[config.mk]
export PLATFORM = sky130hd
export DESIGN_NAME = psg_top
export DESIGN_NICKNAME = d
export VERILOG_FILES = /design/src/psg_pkg.sv /design/src/psg_top.sv
export SDC_FILE = /design/constraint.sdc
export NUM_CORES = 1
export LEC_CHECK = 0
export ABC_AREA = 1
export BUFFER_PORTS_ARGS = -buffer_cell sky130_fd_sc_hd__buf_4
export CAP_MARGIN = 10
export CELL_PAD_IN_SITES_DETAIL_PLACEMENT = 0
export CELL_PAD_IN_SITES_GLOBAL_PLACEMENT = 1
export CORE_ASPECT_RATIO = 0.7
export CORE_MARGIN = 2
export CORE_UTILIZATION = 41
export CTS_BUF_LIST = sky130_fd_sc_hd__clkbuf_16
export CTS_CLUSTER_DIAMETER = 200
export CTS_CLUSTER_SIZE = 14
export DETAILED_ROUTE_END_ITERATION = 6
export GPL_ROUTABILITY_DRIVEN = 0
export PLACE_DENSITY_LB_ADDON = 0.3
export SLEW_MARGIN = 20
export SYNTH_ARGS = -nofsm -noshare
export SYNTH_HDL_FRONTEND = slang
export SYNTH_SLANG_ARGS = --single-unit
export TNS_END_PERCENT = 30
[constraint.sdc]
create_clock -name i_ref_clk -period 3.3 [get_ports i_ref_clk]
set_input_delay 0.66 -clock i_ref_clk [delete_from_list [all_inputs] [get_ports i_ref_clk]]
set_output_delay 0.66 -clock i_ref_clk [all_outputs]
set_load 0.05 [all_outputs]
[src/psg_pkg.sv]
// package: register map, field positions and reset values for the pad/strap/port block
package psg_pkg;
  // register offsets; media pad config offset fa78, strap low offset chosen as fa80
  localparam logic [15:0] ADDR_PORT_OUT = 16'hf380;
  localparam logic [15:0] ADDR_PORT_IN = 16'hf381;
  localparam logic [15:0] ADDR_MEDIA_PAD = 16'hfa78;
  localparam logic [15:0] ADDR_STRAP_LOW = 16'hfa80;
  localparam logic [15:0] ADDR_STRAP_HIGH = 16'hfa81;

  // media pad config field positions
  localparam int BIT_TX_PU = 11;
  localparam int BIT_TX_PD = 10;
  localparam int BIT_RX_PU = 9;
  localparam int BIT_RX_PD = 8;
  localparam int BIT_TX_VOL = 5;
  localparam int BIT_RX_VOL = 4;
  localparam int BIT_TXD_SLEW = 3;
  localparam int BIT_TXC_SLEW = 2;
  localparam int BIT_RXD_SLEW = 1;
  localparam int BIT_RXC_SLEW = 0;
  localparam logic [15:0] MEDIA_PAD_MASK = 16'h0f3f;

  // widths and reset values
  localparam int PORT_W = 14;
  localparam int STRAP_HI_W = 15;
  localparam logic [15:0] MEDIA_PAD_RST = 16'h0000;
  localparam logic [13:0] PORT_OUT_RST = 14'h0000;
  localparam logic [13:0] PORT_DIR_RST = 14'h0000;
  localparam logic [13:0] PORT_IN_RST = 14'h0000;

  // pad control bundle forwarded to the media pad bank
  typedef struct packed {
    logic tx_pad_pullup_en;
    logic tx_pad_pulldown_en;
    logic rx_pad_pullup_en;
    logic rx_pad_pulldown_en;
    logic tx_pad_supply_sel;
    logic rx_pad_supply_sel;
    logic tx_data_slew_slow;
    logic tx_clock_slew_slow;
    logic rx_data_slew_slow;
    logic rx_clock_slew_slow;
  } psg_pad_ctrl_t;
endpackage

[src/psg_top.sv]
// module: pad config, strap capture and port data registers
module psg_top (
  input wire logic i_ref_clk,
  input wire logic i_rstn,
  input wire logic i_sw_rst,
  input wire logic [15:0] i_addr,
  input wire logic [15:0] i_wdata,
  input wire logic i_wr,
  input wire logic i_rd,
  output logic [15:0] o_rdata,
  input wire logic [13:0] i_port_dir,
  input wire logic [13:0] i_alt_sel,
  input wire logic [13:0] i_alt_out,
  input wire logic [13:0] i_pin_in,
  input wire logic [13:0] i_strap_low_pins,
  input wire logic [14:0] i_strap_high_pins,
  output logic [13:0] o_pin_out,
  output logic [13:0] o_pin_oe,
  output psg_pkg::psg_pad_ctrl_t o_pad_ctrl
);
  logic [15:0] pad_q, pad_d;
  logic [13:0] out_q, out_d;
  logic [13:0] sync1_q, sync2_q, in_q, in_d;
  logic [13:0] strap_lo_q, strap_lo_d;
  logic [14:0] strap_hi_q, strap_hi_d;
  logic [13:0] strap_lo_s1_q, strap_lo_s2_q;
  logic [14:0] strap_hi_s1_q, strap_hi_s2_q;
  logic strap_done_q;
  logic [15:0] rdata_q, rdata_d;

  // register select, shared by write and read decode
  function automatic logic hit(input logic [15:0] a, input logic [15:0] off);
    hit = (a == off);
  endfunction

  // next values of software registers; software reset clears them, not the straps
  always_comb
  begin
    pad_d = pad_q;
    out_d = out_q;
    if (i_sw_rst)
    begin
      pad_d = psg_pkg::MEDIA_PAD_RST;
      out_d = psg_pkg::PORT_OUT_RST;
    end
    else if (i_wr && hit(i_addr, psg_pkg::ADDR_MEDIA_PAD))
      pad_d = i_wdata & psg_pkg::MEDIA_PAD_MASK;
    else if (i_wr && hit(i_addr, psg_pkg::ADDR_PORT_OUT))
      out_d = i_wdata[13:0];
  end

  always_ff @(posedge i_ref_clk or negedge i_rstn)
  begin
    if (!i_rstn)
    begin
      pad_q <= psg_pkg::MEDIA_PAD_RST;
      out_q <= psg_pkg::PORT_OUT_RST;
    end
    else
    begin
      pad_q <= pad_d;
      out_q <= out_d;
    end
  end

  // register checks: reserved bits stay zero, both resets clear, idle cycles hold
  // (a stuck write enable shows up here long before a pad misbehaves)
  property p_pad_reserved;
    @(posedge i_ref_clk) disable iff (!i_rstn)
    1'b1 |-> (pad_q & ~psg_pkg::MEDIA_PAD_MASK) == 16'h0000;
  endproperty
  a_pad_reserved: assert property (p_pad_reserved) else $error("reserved pad bit set");

  property p_hw_clear;
    @(posedge i_ref_clk) disable iff (!i_rstn)
    !$past(i_rstn) |-> out_q == psg_pkg::PORT_OUT_RST && pad_q == psg_pkg::MEDIA_PAD_RST;
  endproperty
  a_hw_clear: assert property (p_hw_clear) else $error("data not cleared");

  property p_sw_clear;
    @(posedge i_ref_clk) disable iff (!i_rstn)
    i_sw_rst |=> pad_q == psg_pkg::MEDIA_PAD_RST && out_q == psg_pkg::PORT_OUT_RST;
  endproperty
  a_sw_clear: assert property (p_sw_clear) else $error("sw reset left data set");

  property p_pad_hold;
    @(posedge i_ref_clk) disable iff (!i_rstn)
    !(i_sw_rst || (i_wr && i_addr == psg_pkg::ADDR_MEDIA_PAD)) |=> $stable(pad_q);
  endproperty
  a_pad_hold: assert property (p_pad_hold) else $error("pad config changed unasked");

  property p_out_hold;
    @(posedge i_ref_clk) disable iff (!i_rstn)
    !(i_sw_rst || (i_wr && i_addr == psg_pkg::ADDR_PORT_OUT)) |=> $stable(out_q);
  endproperty
  a_out_hold: assert property (p_out_hold) else $error("output data changed unasked");

  // pad bank controls straight from the config register
  assign o_pad_ctrl.tx_pad_pullup_en = pad_q[psg_pkg::BIT_TX_PU];
  assign o_pad_ctrl.tx_pad_pulldown_en = pad_q[psg_pkg::BIT_TX_PD];
  assign o_pad_ctrl.rx_pad_pullup_en = pad_q[psg_pkg::BIT_RX_PU];
  assign o_pad_ctrl.rx_pad_pulldown_en = pad_q[psg_pkg::BIT_RX_PD];
  assign o_pad_ctrl.tx_pad_supply_sel = pad_q[psg_pkg::BIT_TX_VOL];
  assign o_pad_ctrl.rx_pad_supply_sel = pad_q[psg_pkg::BIT_RX_VOL];
  assign o_pad_ctrl.tx_data_slew_slow = pad_q[psg_pkg::BIT_TXD_SLEW];
  assign o_pad_ctrl.tx_clock_slew_slow = pad_q[psg_pkg::BIT_TXC_SLEW];
  assign o_pad_ctrl.rx_data_slew_slow = pad_q[psg_pkg::BIT_RXD_SLEW];
  assign o_pad_ctrl.rx_clock_slew_slow = pad_q[psg_pkg::BIT_RXC_SLEW];

  // receive-side fields checked one by one, so a swapped pair is caught
  property p_rx_pu;
    @(posedge i_ref_clk) disable iff (!i_rstn)
    (i_wr && !i_sw_rst && i_addr == psg_pkg::ADDR_MEDIA_PAD) |=>
      o_pad_ctrl.rx_pad_pullup_en == $past(i_wdata[9]);
  endproperty
  a_rx_pu: assert property (p_rx_pu) else $error("rx pullup not updated");

  property p_rx_vol;
    @(posedge i_ref_clk) disable iff (!i_rstn)
    (i_wr && !i_sw_rst && i_addr == psg_pkg::ADDR_MEDIA_PAD) |=>
      o_pad_ctrl.rx_pad_supply_sel == $past(i_wdata[4]);
  endproperty
  a_rx_vol: assert property (p_rx_vol) else $error("rx supply select wrong");

  property p_rx_slew;
    @(posedge i_ref_clk) disable iff (!i_rstn)
    (i_wr && !i_sw_rst && i_addr == psg_pkg::ADDR_MEDIA_PAD) |=>
      o_pad_ctrl.rx_data_slew_slow == $past(i_wdata[1]) &&
      o_pad_ctrl.rx_clock_slew_slow == $past(i_wdata[0]);
  endproperty
  a_rx_slew: assert property (p_rx_slew) else $error("rx slew select wrong");

  // per-pin mux: alternate function or gpio output, direction gates enable
  genvar g;
  generate
    for (g = 0; g < psg_pkg::PORT_W; g++)
    begin : g_pin
      assign o_pin_out[g] = i_alt_sel[g] ? i_alt_out[g] : out_q[g];
      assign o_pin_oe[g] = i_port_dir[g];
    end
  endgenerate

  // pin checks: mux select and direction pass straight through
  property p_pin_mux;
    @(posedge i_ref_clk) disable iff (!i_rstn)
    1'b1 |-> ((o_pin_out ^ i_alt_out) & i_alt_sel) == 14'h0000 &&
      ((o_pin_out ^ out_q) & ~i_alt_sel) == 14'h0000;
  endproperty
  a_pin_mux: assert property (p_pin_mux) else $error("pin source wrong");

  property p_pin_dir;
    @(posedge i_ref_clk) disable iff (!i_rstn)
    1'b1 |-> o_pin_oe == i_port_dir;
  endproperty
  a_pin_dir: assert property (p_pin_dir) else $error("pin direction wrong");

  // pin levels: two-flop synchroniser then latched copy for reads
  always_comb
  begin
    in_d = sync2_q;
  end

  always_ff @(posedge i_ref_clk or negedge i_rstn)
  begin
    if (!i_rstn)
    begin
      sync1_q <= psg_pkg::PORT_IN_RST;
      sync2_q <= psg_pkg::PORT_IN_RST;
      in_q <= psg_pkg::PORT_IN_RST;
    end
    else
    begin
      sync1_q <= i_pin_in;
      sync2_q <= sync1_q;
      in_q <= in_d;
    end
  end

  // strap pins are asynchronous: two stages before capture; no reset, so they
  // keep sampling while hardware reset is held. limitation: straps must be
  // steady for two clocks before release, which any strap board gives
  always_ff @(posedge i_ref_clk)
  begin
    strap_lo_s1_q <= i_strap_low_pins;
    strap_lo_s2_q <= strap_lo_s1_q;
    strap_hi_s1_q <= i_strap_high_pins;
    strap_hi_s2_q <= strap_hi_s1_q;
  end

  // straps: taken on the first clock after hardware reset release, since an
  // async reset may only load constants; software reset never touches them
  always_comb
  begin
    strap_lo_d = strap_lo_q;
    strap_hi_d = strap_hi_q;
    if (!strap_done_q)
    begin
      strap_lo_d = strap_lo_s2_q;
      strap_hi_d = strap_hi_s2_q;
    end
  end

  always_ff @(posedge i_ref_clk or negedge i_rstn)
  begin
    if (!i_rstn)
      strap_done_q <= 1'b0;
    else
      strap_done_q <= 1'b1;
  end

  // no reset: strap contents are undefined until latched
  always_ff @(posedge i_ref_clk)
  begin
    strap_lo_q <= strap_lo_d;
    strap_hi_q <= strap_hi_d;
  end

  // capture checked against the pins three edges back: two sync stages and the latch
  property p_strap_lo_cap;
    @(posedge i_ref_clk) disable iff (!i_rstn)
    !strap_done_q |=> strap_lo_q == $past(i_strap_low_pins, 3);
  endproperty
  a_strap_lo_cap: assert property (p_strap_lo_cap) else $error("strap low lost");

  property p_strap_hi_cap;
    @(posedge i_ref_clk) disable iff (!i_rstn)
    !strap_done_q |=> strap_hi_q == $past(i_strap_high_pins, 3);
  endproperty
  a_strap_hi_cap: assert property (p_strap_hi_cap) else $error("strap high lost");

  // read mux; unmapped addresses read zero, data one cycle after strobe
  always_comb
  begin
    rdata_d = 16'h0000;
    if (i_rd)
    begin
      if (hit(i_addr, psg_pkg::ADDR_MEDIA_PAD))
        rdata_d = pad_q;
      else if (hit(i_addr, psg_pkg::ADDR_PORT_OUT))
        rdata_d = {2'h0, out_q};
      else if (hit(i_addr, psg_pkg::ADDR_PORT_IN))
        rdata_d = {2'h0, in_q};
      else if (hit(i_addr, psg_pkg::ADDR_STRAP_LOW))
        rdata_d = {2'h0, strap_lo_q};
      else if (hit(i_addr, psg_pkg::ADDR_STRAP_HIGH))
        rdata_d = {1'h0, strap_hi_q};
    end
  end

  always_ff @(posedge i_ref_clk or negedge i_rstn)
  begin
    if (!i_rstn)
      rdata_q <= 16'h0000;
    else
      rdata_q <= rdata_d;
  end

  assign o_rdata = rdata_q;

  // read path: each mapped register comes back the cycle after its strobe, else zero
  property p_read_pad;
    @(posedge i_ref_clk) disable iff (!i_rstn)
    (i_rd && i_addr == psg_pkg::ADDR_MEDIA_PAD) |=> o_rdata == $past(pad_q);
  endproperty
  a_read_pad: assert property (p_read_pad) else $error("pad config read wrong");

  property p_read_out;
    @(posedge i_ref_clk) disable iff (!i_rstn)
    (i_rd && i_addr == psg_pkg::ADDR_PORT_OUT) |=> o_rdata == {2'h0, $past(out_q)};
  endproperty
  a_read_out: assert property (p_read_out) else $error("output data read wrong");

  property p_read_strap_lo;
    @(posedge i_ref_clk) disable iff (!i_rstn)
    (i_rd && i_addr == psg_pkg::ADDR_STRAP_LOW) |=> o_rdata == {2'h0, $past(strap_lo_q)};
  endproperty
  a_read_strap_lo: assert property (p_read_strap_lo) else $error("strap read wrong");

  property p_read_strap_hi;
    @(posedge i_ref_clk) disable iff (!i_rstn)
    (i_rd && i_addr == psg_pkg::ADDR_STRAP_HIGH) |=> o_rdata == {1'h0, $past(strap_hi_q)};
  endproperty
  a_read_strap_hi: assert property (p_read_strap_hi) else $error("strap read wrong");

  property p_read_idle;
    @(posedge i_ref_clk) disable iff (!i_rstn)
    !i_rd |=> o_rdata == 16'h0000;
  endproperty
  a_read_idle: assert property (p_read_idle) else $error("read data not idle");

  // checks
  property p_tx_pu;
    @(posedge i_ref_clk) disable iff (!i_rstn)
    (i_wr && !i_sw_rst && i_addr == psg_pkg::ADDR_MEDIA_PAD) |=>
      o_pad_ctrl.tx_pad_pullup_en == $past(i_wdata[11]);
  endproperty
  a_tx_pu: assert property (p_tx_pu) else $error("tx pullup not updated");

  property p_rx_pd;
    @(posedge i_ref_clk) disable iff (!i_rstn)
    (i_wr && !i_sw_rst && i_addr == psg_pkg::ADDR_MEDIA_PAD) |=>
      o_pad_ctrl.rx_pad_pulldown_en == $past(i_wdata[8]) &&
      o_pad_ctrl.tx_pad_pulldown_en == $past(i_wdata[10]);
  endproperty
  a_rx_pd: assert property (p_rx_pd) else $error("pulldown not updated");

  property p_vol;
    @(posedge i_ref_clk) disable iff (!i_rstn)
    (i_wr && !i_sw_rst && i_addr == psg_pkg::ADDR_MEDIA_PAD) |=>
      o_pad_ctrl.tx_pad_supply_sel == $past(i_wdata[5]) &&
      o_pad_ctrl.rx_pad_supply_sel == $past(i_wdata[4]);
  endproperty
  a_vol: assert property (p_vol) else $error("supply select wrong");

  property p_slew;
    @(posedge i_ref_clk) disable iff (!i_rstn)
    (i_wr && !i_sw_rst && i_addr == psg_pkg::ADDR_MEDIA_PAD) |=>
      {o_pad_ctrl.tx_data_slew_slow, o_pad_ctrl.tx_clock_slew_slow,
       o_pad_ctrl.rx_data_slew_slow, o_pad_ctrl.rx_clock_slew_slow} == $past(i_wdata[3:0]);
  endproperty
  a_slew: assert property (p_slew) else $error("slew select wrong");

  property p_strap_hold;
    @(posedge i_ref_clk) disable iff (!i_rstn)
    strap_done_q |=> $stable(strap_lo_q) && $stable(strap_hi_q);
  endproperty
  a_strap_hold: assert property (p_strap_hold) else $error("strap changed");

  property p_out_drive;
    @(posedge i_ref_clk) disable iff (!i_rstn)
    (i_wr && !i_sw_rst && i_addr == psg_pkg::ADDR_PORT_OUT) |=>
      ((o_pin_out ^ $past(i_wdata[13:0])) & ~i_alt_sel) == 14'h0000 &&
      out_q == $past(i_wdata[13:0]);
  endproperty
  a_out_drive: assert property (p_out_drive) else $error("output data wrong");

  property p_sync;
    @(posedge i_ref_clk) disable iff (!i_rstn)
    $past(i_rstn, 3) |-> in_q == $past(i_pin_in, 3);
  endproperty
  a_sync: assert property (p_sync) else $error("input latency wrong");

  property p_in_read;
    @(posedge i_ref_clk) disable iff (!i_rstn)
    (i_rd && i_addr == psg_pkg::ADDR_PORT_IN) |=> o_rdata == {2'h0, $past(in_q)};
  endproperty
  a_in_read: assert property (p_in_read) else $error("input read wrong");

  property p_swrst;
    @(posedge i_ref_clk) disable iff (!i_rstn)
    i_sw_rst |=> out_q == 14'h0000 && $stable(strap_lo_q);
  endproperty
  a_swrst: assert property (p_swrst) else $error("sw reset effect wrong");
endmodule // psg_top

# Word-level counts from Yosys, hierarchy flattened

Cells that the tools add are included.

Register bits after elaboration: 176
Word-level logic and storage cells: 49
Input port bits: 122
Output and inout port bits: 54

Equality and inequality tests: 6
Reduce and logical (&&, ||, !) cells: 5
Multiplexer cells: 25

Operators with widths:

| cell                                        | number |
|---|---|
| 16-bit equality test, second input constant | 5 |
| 16-bit 2-to-1 mux                           | 4 |
| 15-bit 2-to-1 mux                           | 4 |
| 14-bit 2-to-1 mux                           | 3 |
| 1-bit 2-to-1 mux                            | 14 |
| 2-bit nonzero test                          | 2 |
| 1-bit logical AND                           | 2 |
| 2-bit != test, second input constant        | 1 |
| 2-bit AND reduction                         | 1 |

# Longest topological paths before layout

Gate-level depths: netlist of the first run.

Word-level depth: 7
Depth in mapped cells: 11
Depth with buffers taken out: 10

# Worst setup path before layout of the first run

OpenSTA, ideal clock, no wires.

Path type: in2out
Start: in i_alt_sel[0]
End: out o_pin_out[0]
Required time: 2.640 ns
Data arrival time: 1.756 ns
Path buffers: 0
Stages: 1
Slack: 0.884 ns
Path through: o21ai_0

Cells in the longest elaborated chain, start to end: 1

RTL lines:

| element          | line           | text |
|---|---|---|
| from (decl)      | psg_top.sv:12  | `input wire logic [13:0] i_alt_sel,` |
| 1-bit 2-to-1 mux | psg_top.sv:138 | `assign o_pin_out[g] = i_alt_sel[g] ? i_alt_out[g] : out_q[g];` |
| to (decl)        | psg_top.sv:17  | `output logic [13:0] o_pin_out,` |

No other way between the ends.

# Worst setup path in the final report of the first run

Start: in i_addr[10]
End: reg out_q[7]

Cells in the longest elaborated chain, start to end: 4
Elaborated cells on any way between the ends: 7
Classes of those cells: eq/ne: 3; reduce/logical: 4

RTL lines:

| element                                                              | line                         | text |
|---|---|---|
| from (decl)                                                          | psg_top.sv:6                 | `input wire logic [15:0] i_addr,` |
| 16-bit equality test                                                 | psg_top.sv:33                | `hit = (a == off);` |
| 1-bit logical AND, on equally long branches                          | psg_top.sv:46, psg_top.sv:48 |  |
| 2-bit != test (no source line) or 2-bit nonzero test (tied branches) | --                           |  |
| 2-bit AND reduction (no source line) *                               | --                           |  |
| to (signal assigned)                                                 | psg_top.sv:57                | `out_q <= psg_pkg::PORT_OUT_RST;` |
| to (signal assigned)                                                 | psg_top.sv:62                | `out_q <= out_d;` |
| to (decl)                                                            | psg_top.sv:22                | `logic [13:0] out_q, out_d;` |

Every way passes the cells marked *; elsewhere a longest branch is shown, timed or not.
A chain may end at the register's enable or synchronous reset.

==> summary by stage, run 1 <==
Status
The flow ran to the end, and the final reports show no timing, DRC or antenna violations.

Critical path
The end point of the critical path is out_q[7]. On the worst path, the slowest cell contributes a delay of 340 ps. The endpoint kind of the worst setup timing path is a register. The reg-to-reg critical path endpoint is strap_lo_q[12]. The start point of the critical path is i_addr[10]. The cell type of the slowest stage on the worst timing path is sky130_fd_sc_hd__buf_4.

The critical path arrival is 2340 ps. The critical path in this run is classified as input port to register. The endpoint required time on the critical path is 3640 ps. The worst register-to-register path begins at strap_done_q.

The worst register-to-register path has a setup slack of 2110 ps. The library cell appearing most often on the critical path is sky130_fd_sc_hd__buf_4. The critical path goes through buf_4 -> nor2_1 -> nand2_1 -> nor2_2 -> nand2_2 -> o21ai_4 -> buf_4 -> nand3_1 -> o21ai_2.

The worst reg-to-reg path cell count is 1. The worst setup path is launched from an input port. Along the worst path, the maximum fanout reaches 24.

Clock network
The cell at the root of the clock tree is sky130_fd_sc_hd__clkbuf_16. The clock tree from TritonCTS is done. Clock-pin slew was measured on the worst setup and hold paths at 70 ps.

The clock latency at the later pin of the worst-skew pair is 410 ps. In this run the deepest clock path goes through 2 buffers. The number of clock buffers added by TritonCTS is 17. The number of setup buffers added after CTS is 0. The number of buffers inserted for hold repair after clock tree synthesis is 0. The clock net in this run drives a total of 169 sinks. After clock tree synthesis, the repair step resized 0 gates.

The H-tree was split into 4 levels.

Synth
Yosys mapped a number of flops with a built-in enable equal to 29. After synthesis, the cell types taking the most area are sky130_fd_sc_hd__dfrtp_1 37%, sky130_fd_sc_hd__dfxtp_1 21%, sky130_fd_sc_hd__edfxtp_1 16%, sky130_fd_sc_hd__nand2_1 8.3%, sky130_fd_sc_hd__o21ai_0 4.0%. The fraction of synthesized cell area taken by the top area cell type is 36.8%. sky130_fd_sc_hd__nand2_1 is the most common cell in the netlist.

Summing the sequential cell areas from Yosys gives 73.3% of the chip area. After technology mapping, the gate count stands at 488. The synthesized area is 5570 sq um. The top cell type by total area after synthesis is sky130_fd_sc_hd__dfrtp_1.

The synthesized netlist contains 24 unique library cells. The synthesized netlist net count is 610. The post-synthesis average cell area is 11.4 sq um. In the synthesized netlist, the cells that appear most often are 123 x sky130_fd_sc_hd__nand2_1, 82 x sky130_fd_sc_hd__dfrtp_1, 58 x sky130_fd_sc_hd__dfxtp_1. The synthesized flop and latch total is 169. In the synthesized netlist the async set-or-reset flop fraction comes to 48.5%. The most used flip-flop cell after synthesis is sky130_fd_sc_hd__dfrtp_1. For this run, the number of Yosys warnings is 0.

GRT
The total routing usage reported by global routing is 16.1%. Entering global routing, the biggest net connects 83 pins. The leftover overflow at the end of global routing is 0.

The via count of the first global-routing pass was 3646. The initial antenna violation count is 0. The wire length of the first global-routing pass is 17.5 mm.

Power
Summed over all cells, the static leakage comes to 3.51 nW. The power density over the cells is 604 nW/um^2. The worst IR drop on VDD is 372 uV.

Floorplanning
The number of rows created at floorplan is 35. The initial cell density of the core is 42.1%. The floorplan die area is 14500 sq um. The die width is 143 um. For this design the top-level I/O count stands at 176. Measured along the y axis, the die boundary spans 102 um. The placeable core region is 13200 sq um.

Routing
The highest routing layer actually used is met4. In the final routed layout, each cell accounts on average for 13.5 um. The count of unresolved DRC violations after routing is 0. After detailed routing, the met3 layer carries 771 um of wire. The detailed router put a total of 5.05 mm of wire on met1. The antenna violation net count after detailed routing is 0.

The via count of the routed design is 3599. The detailed router finished its first iteration with 305 violations. In the detailed route, the total length drawn on met2 is 5.23 mm. The pre-antenna-repair detailed-routing pass consisted of 4 iterations. Using the TritonRoute via totals, the vias-per-cell ratio works out to 4.36. Wires add up to 11.1 mm.

Timing
Summed over all failing endpoints, the final setup total negative slack is 0 ps. The minimum hold slack is 278 ps. The final worst clock skew is 9.75 ps. The number of slew-limit violations in the final report is 0. For the pin with the worst max-slew slack, the measured transition is 720 ps. The minimum clock period is 2000 ps. The worst-case headroom to the max-slew limit is 52.0%. Setup repair after global routing left no endpoint under its margin.

The maximum frequency from static timing analysis is 0.499 GHz. The total count of hold-check failures in the final report is 0. The setup slack of the critical path after layout is 1300 ps.

The worst path uses 60.7% of the clock period. The final-report setup violation count is 0.

Hold path
The path class of the tightest hold or removal check is input port to async pin.

Place
The half-perimeter wire length of the detailed placement result is 7.82 mm. After detailed placement, the total cell area comes to 6710 sq um. Prior to clock tree synthesis, the placed netlist has a worst setup slack of 919 ps. In this run the tool buffered the top-level ports with 144 buffer cells.

Layout
The share of post-route cells with drive strength above 1 is 31.5%. The area growth from synthesis to final layout is 30.6%. In the final design database the tool counted 751 nets. Once layout is done, the placed cells without fillers occupy 7270 sq um. The repair_antennas step left the layout with diodes totalling 0.

Flow run
Max-cap violations in this run came to 0.
-- cells by family after synthesis --
logic type | share of synthesized area [%]
AO/OA/AOI/OAI | 6.78
buffers and inverters | 6.74
AND/OR/NAND/NOR | 13.0
other | 0.135
flip-flops | 73.3
-- through the flow --
step           total power [W]  cells  utilization, %
3_3_place_gp           0.00256    795            50.7
6_report               0.00439    826            55.0
5_1_grt                0.00457    826            55.0
2_1_floorplan          0.00244    488               -
3_5_place_dp           0.00257    795            50.7
4_1_cts                0.00444    826            55.0
-- worst min-delay path by stage --
| stage | start | cells past startpoint | end |
|---|---|---|---|
| after floorplan | strap_hi_s1_q[0] | 0 | strap_hi_s2_q[0] |
| after global placement | strap_lo_s1_q[4] | 0 | strap_lo_s2_q[4] |
| after detailed placement | strap_hi_s1_q[11] | 0 | strap_hi_s2_q[11] |
| after CTS | strap_hi_s1_q[11] | 0 | strap_hi_s2_q[11] |
| after global routing | i_pin_in[4] | 1 | sync1_q[4] |
| final | i_rstn | 1 | pad_q[1] |
-- power breakdown --
part	switching [W]	internal [W]
Combinational	0.000161	0.000121
Sequential	0.0000276	0.00221
Clock	0.000817	0.00105
-- sequential cells by signal (all words and copies together) (netlist names) --
| register | cells |
|---|---|
| o_rdata | 15 |
| strap_hi_q | 15 |
| strap_hi_s1_q | 15 |
| strap_hi_s2_q | 15 |
| in_d | 14 |
| in_q | 14 |
| out_q | 14 |
| strap_lo_q | 14 |
| strap_lo_s1_q | 14 |
| strap_lo_s2_q | 14 |
| sync1_q | 14 |
| pad_q | 10 |
| strap_done_q | 1 |
-- final cells by class --
class                           count  area (sq um)
Inverter                           51           191
Clock buffer                       17           425
Fill cell                        1166          5950
Timing Repair Buffer              145          1090
Clock inverter                     14           138
Tap cell                          185           231
Multi-Input combinational cell    245          1110
Sequential cell                   169          4080
-- per-layer routing --
metal,vias to the layer above,global-route usage (%)
met3,11,5.30
li1,1797,-
met4,0,5.58
met5,-,0
met2,110,26.0
met1,1681,20.8
-- placed cells by master, fill, tap and decap left out, drive strengths merged, types with 9 or more instances in the layout --
master,Yosys,final
buf,23,145
inv,51,59
nand3,9,9
edfxtp,29,29
dfxtp,58,58
dfrtp,82,82
clkbuf,0,17
nor2,40,40
nand2,125,125
o21ai,64,64
-- worst max-delay path: cells and delay by family --
kind                   cells  cell delay (ps)
AOI/OAI and AO/OA          2              380
and+or+nand+nor            5              830
buffers and inverters      2              450
(Power assumes the default switching activity.)
==> run 2, diff against run 1 <==
--- a/config.mk
+++ b/config.mk
@@ -12,7 +12,7 @@
 export CELL_PAD_IN_SITES_GLOBAL_PLACEMENT = 1
 export CORE_ASPECT_RATIO = 0.7
 export CORE_MARGIN = 2
-export CORE_UTILIZATION = 41
+export CORE_UTILIZATION = 35
 export CTS_BUF_LIST = sky130_fd_sc_hd__clkbuf_16
 export CTS_CLUSTER_DIAMETER = 200
 export CTS_CLUSTER_SIZE = 14
==> constraint.sdc (replaced) <==
create_clock -name i_ref_clk -period 1.74 [get_ports i_ref_clk]
set_input_delay 0.348 -clock i_ref_clk [delete_from_list [all_inputs] [get_ports i_ref_clk]]
set_output_delay 0.348 -clock i_ref_clk [all_outputs]
set_load 0.05 [all_outputs]
==> run 2 against run 1 <==
  * Clock skew decreased by 0.59 ps
  * Worst setup slack got worse by 1100 ps
  * Critical path depth decreased by 6
  * Critical path type is now register to output pin
  * Critical endpoint is now o_pin_out[9]
==> summary by stage, run 2 (same netlist as run 1, synthesis figures left out) <==
Status
The run finished with clean final reports.

Clock network
CTS placed an instance of sky130_fd_sc_hd__clkbuf_16 at the clock tree root. The clock tree buffer depth is 2. The clock tree from TritonCTS is done. The post-cts gate resize count is 0.

The clock latency at the later pin of the worst-skew pair is 420 ps. The number of buffers created by CTS is 17. Once the clock tree was built, the setup fixing pass inserted 0 buffers.

The H-tree was split into 4 levels. The clock net in this run drives a total of 169 sinks. After clock tree synthesis, the clock-pin slew on the worst setup and hold paths is 70 ps.

Hold path
The path class of the tightest hold or removal check is input port to register.

Layout
The share of post-route cells with drive strength above 1 is 32.2%. The area growth from synthesis to layout is 32.6%. In the layout the commonest cells are 152 x sky130_fd_sc_hd__buf_4, 123 x sky130_fd_sc_hd__nand2_1, 82 x sky130_fd_sc_hd__dfrtp_1.

The most common cell after layout, fill and taps aside is sky130_fd_sc_hd__buf_4. The final-stage net count is 761. The number of inserted diodes is 0. The count of filler cells inserted in the layout is 1440.

Critical path
The endpoint required time on the critical path is 1390 ps. For this design, the slowest cell found on the critical path is sky130_fd_sc_hd__dfrtp_1. On the worst path, the slowest cell contributes a delay of 340 ps.

The largest fanout on the critical path is 2. The endpoint kind of the worst setup timing path is an output pin. The critical path class is register to output pin.

The signal on the critical path passes through inv_1 -> o21ai_0 -> buf_4. The worst setup path is launched from a register. At the worst endpoint, the arrival time is 1240 ps.

Power
The power density over the cells is 1130 nW/um^2. IR analysis of the VDD net gives a maximum drop of 664 uV. Total power for the finished layout comes to 0.00831 W. The leakage dissipation is 3.57 nW.

Routing
In the final routed layout, each cell accounts on average for 13.3 um. The routed design has 11.3 mm of wire. The antenna violation net count after detailed routing is 0. The count of unresolved DRC violations after routing is 0. Using the TritonRoute via totals, the vias-per-cell ratio works out to 4.29. The via count of the routed design is 3656.

The violation count after the first detailed-route iteration is 171. The first detailed-routing pass ran for 4 iterations.

Timing
The number of slew-limit violations in the final report is 0. Setup repair after global routing left no endpoint under its margin. The total count of hold-check failures in the final report is 0. The share of the clock period used by the worst path after layout is 91.1%. Timing would allow up to 0.631 GHz. The final worst clock skew is 9.16 ps.

The final-report setup violation count is 0. The sum of negative setup slack is 0 ps. Counting I/O delays and the setup requirement, the final critical path takes 1580 ps.

Floorplanning
The die covers 17000 sq um. The number of rows created at floorplan is 38. The total I/O pin count is 176. The region available for standard cell placement spans 15500 sq um.

The floorplan step set the die height to 110 um. The initial cell density of the core is 35.8%. The die width is 155 um.

GRT
The via count of the first global-routing pass is 3770. Global routing finished with a remaining overflow of 0. Entering global routing, the biggest net connects 38 pins. For this run, the total global-route usage over all layers was measured as 14.2%.

The first global-routing pass estimated 18.0 mm of wire. The initial antenna violation count is 0.

Place
The HPWL after detailed placement is 8.29 mm. During placement, the flow inserted port buffers numbering 144.

Flow run
The number of max-capacitance violations reported is 0.
-- run 2: cell count changes in the layout (fill, tap and decap cells not counted), sizes merged --
cell and change:
buf +9, bufinv -1, clkinv +1, clkinvlp -2, dlygate4sd3 +1, inv +3
-- run 2: path summary, 6_finish.rpt --
check	start	end	slack, ps	depth (start not counted)
worst max-delay path	out_q[9]	o_pin_out[9]	160	3
worst min-delay path	i_strap_low_pins[13]	strap_lo_s1_q[13]	30	1
max in group asynchronous	i_rstn	out_q[7]	760	3
worst max register to register	strap_done_q	strap_lo_q[3]	650	2
worst min register to register	strap_hi_s1_q[14]	strap_hi_s2_q[14]	330	0
min in group asynchronous	i_rstn	o_rdata[2]	410	2
-- run 2: worst max-delay path, delay by kind of cell (launching register included) --
kind | cells | cell delay (ps)
compound gates | 1 | 180
flops | 1 | 340
buf+inv | 2 | 300
-- run 2: layout make-up --
| type | count | area [sq um] | share of cell area [%] |
|---|---|---|---|
| sequential | 169 | 4080 | 55.3 |
| timing repair buffer | 155 | 1190 | 16.1 |
| multi-input combinational | 245 | 1110 | 15.0 |
| clock buffer | 17 | 425 | 5.76 |
| tap | 200 | 250 | 3.39 |
| inverter | 51 | 191 | 2.59 |
| clock inverter | 15 | 131 | 1.78 |
-- run 2: per-layer routing --
| layer | GRT usage, % | part of all wire, % |
|---|---|---|
| met1 | 18.0 | 46 |
| met2 | 23.0 | 46 |
| met3 | 4.10 | 6.1 |
| met4 | 5.95 | 1.6 |
| met5 | 0 | 0 |
-- run 2: repair_timing --
item                                   in CTS  in global routing
setup endpoints to repair                   0                  0
hold buffers                                1                  0
endpoints found under the hold margin      28                  0
-- run 2: report_power, final --
| group | total, W | internal (W) | switching, W | leakage [nW] |
|---|---|---|---|---|
| combinational | 0.000552 | 0.000242 | 0.000309 | 1.49 |
| sequential | 0.00424 | 0.00419 | 0.0000506 | 1.81 |
| clock | 0.00351 | 0.00189 | 0.00163 | 0.279 |
| total | 0.00831 | 0.00632 | 0.00199 | 3.57 |
-- run 2: through the flow --
step                instances  instance area (sq um)  util (%)  hold slack, ps  setup slack [ps]
global route              852                   7380      47.5            4.97              40.3
finish                    852                   7380      47.5            29.8               156
detailed placement        819                   6820      43.8             301              20.6
CTS                       852                   7380      47.5            7.94               122
global placement          819                   6820      43.8             302              80.9
floorplan                 488                   5570         -            52.4             -67.5
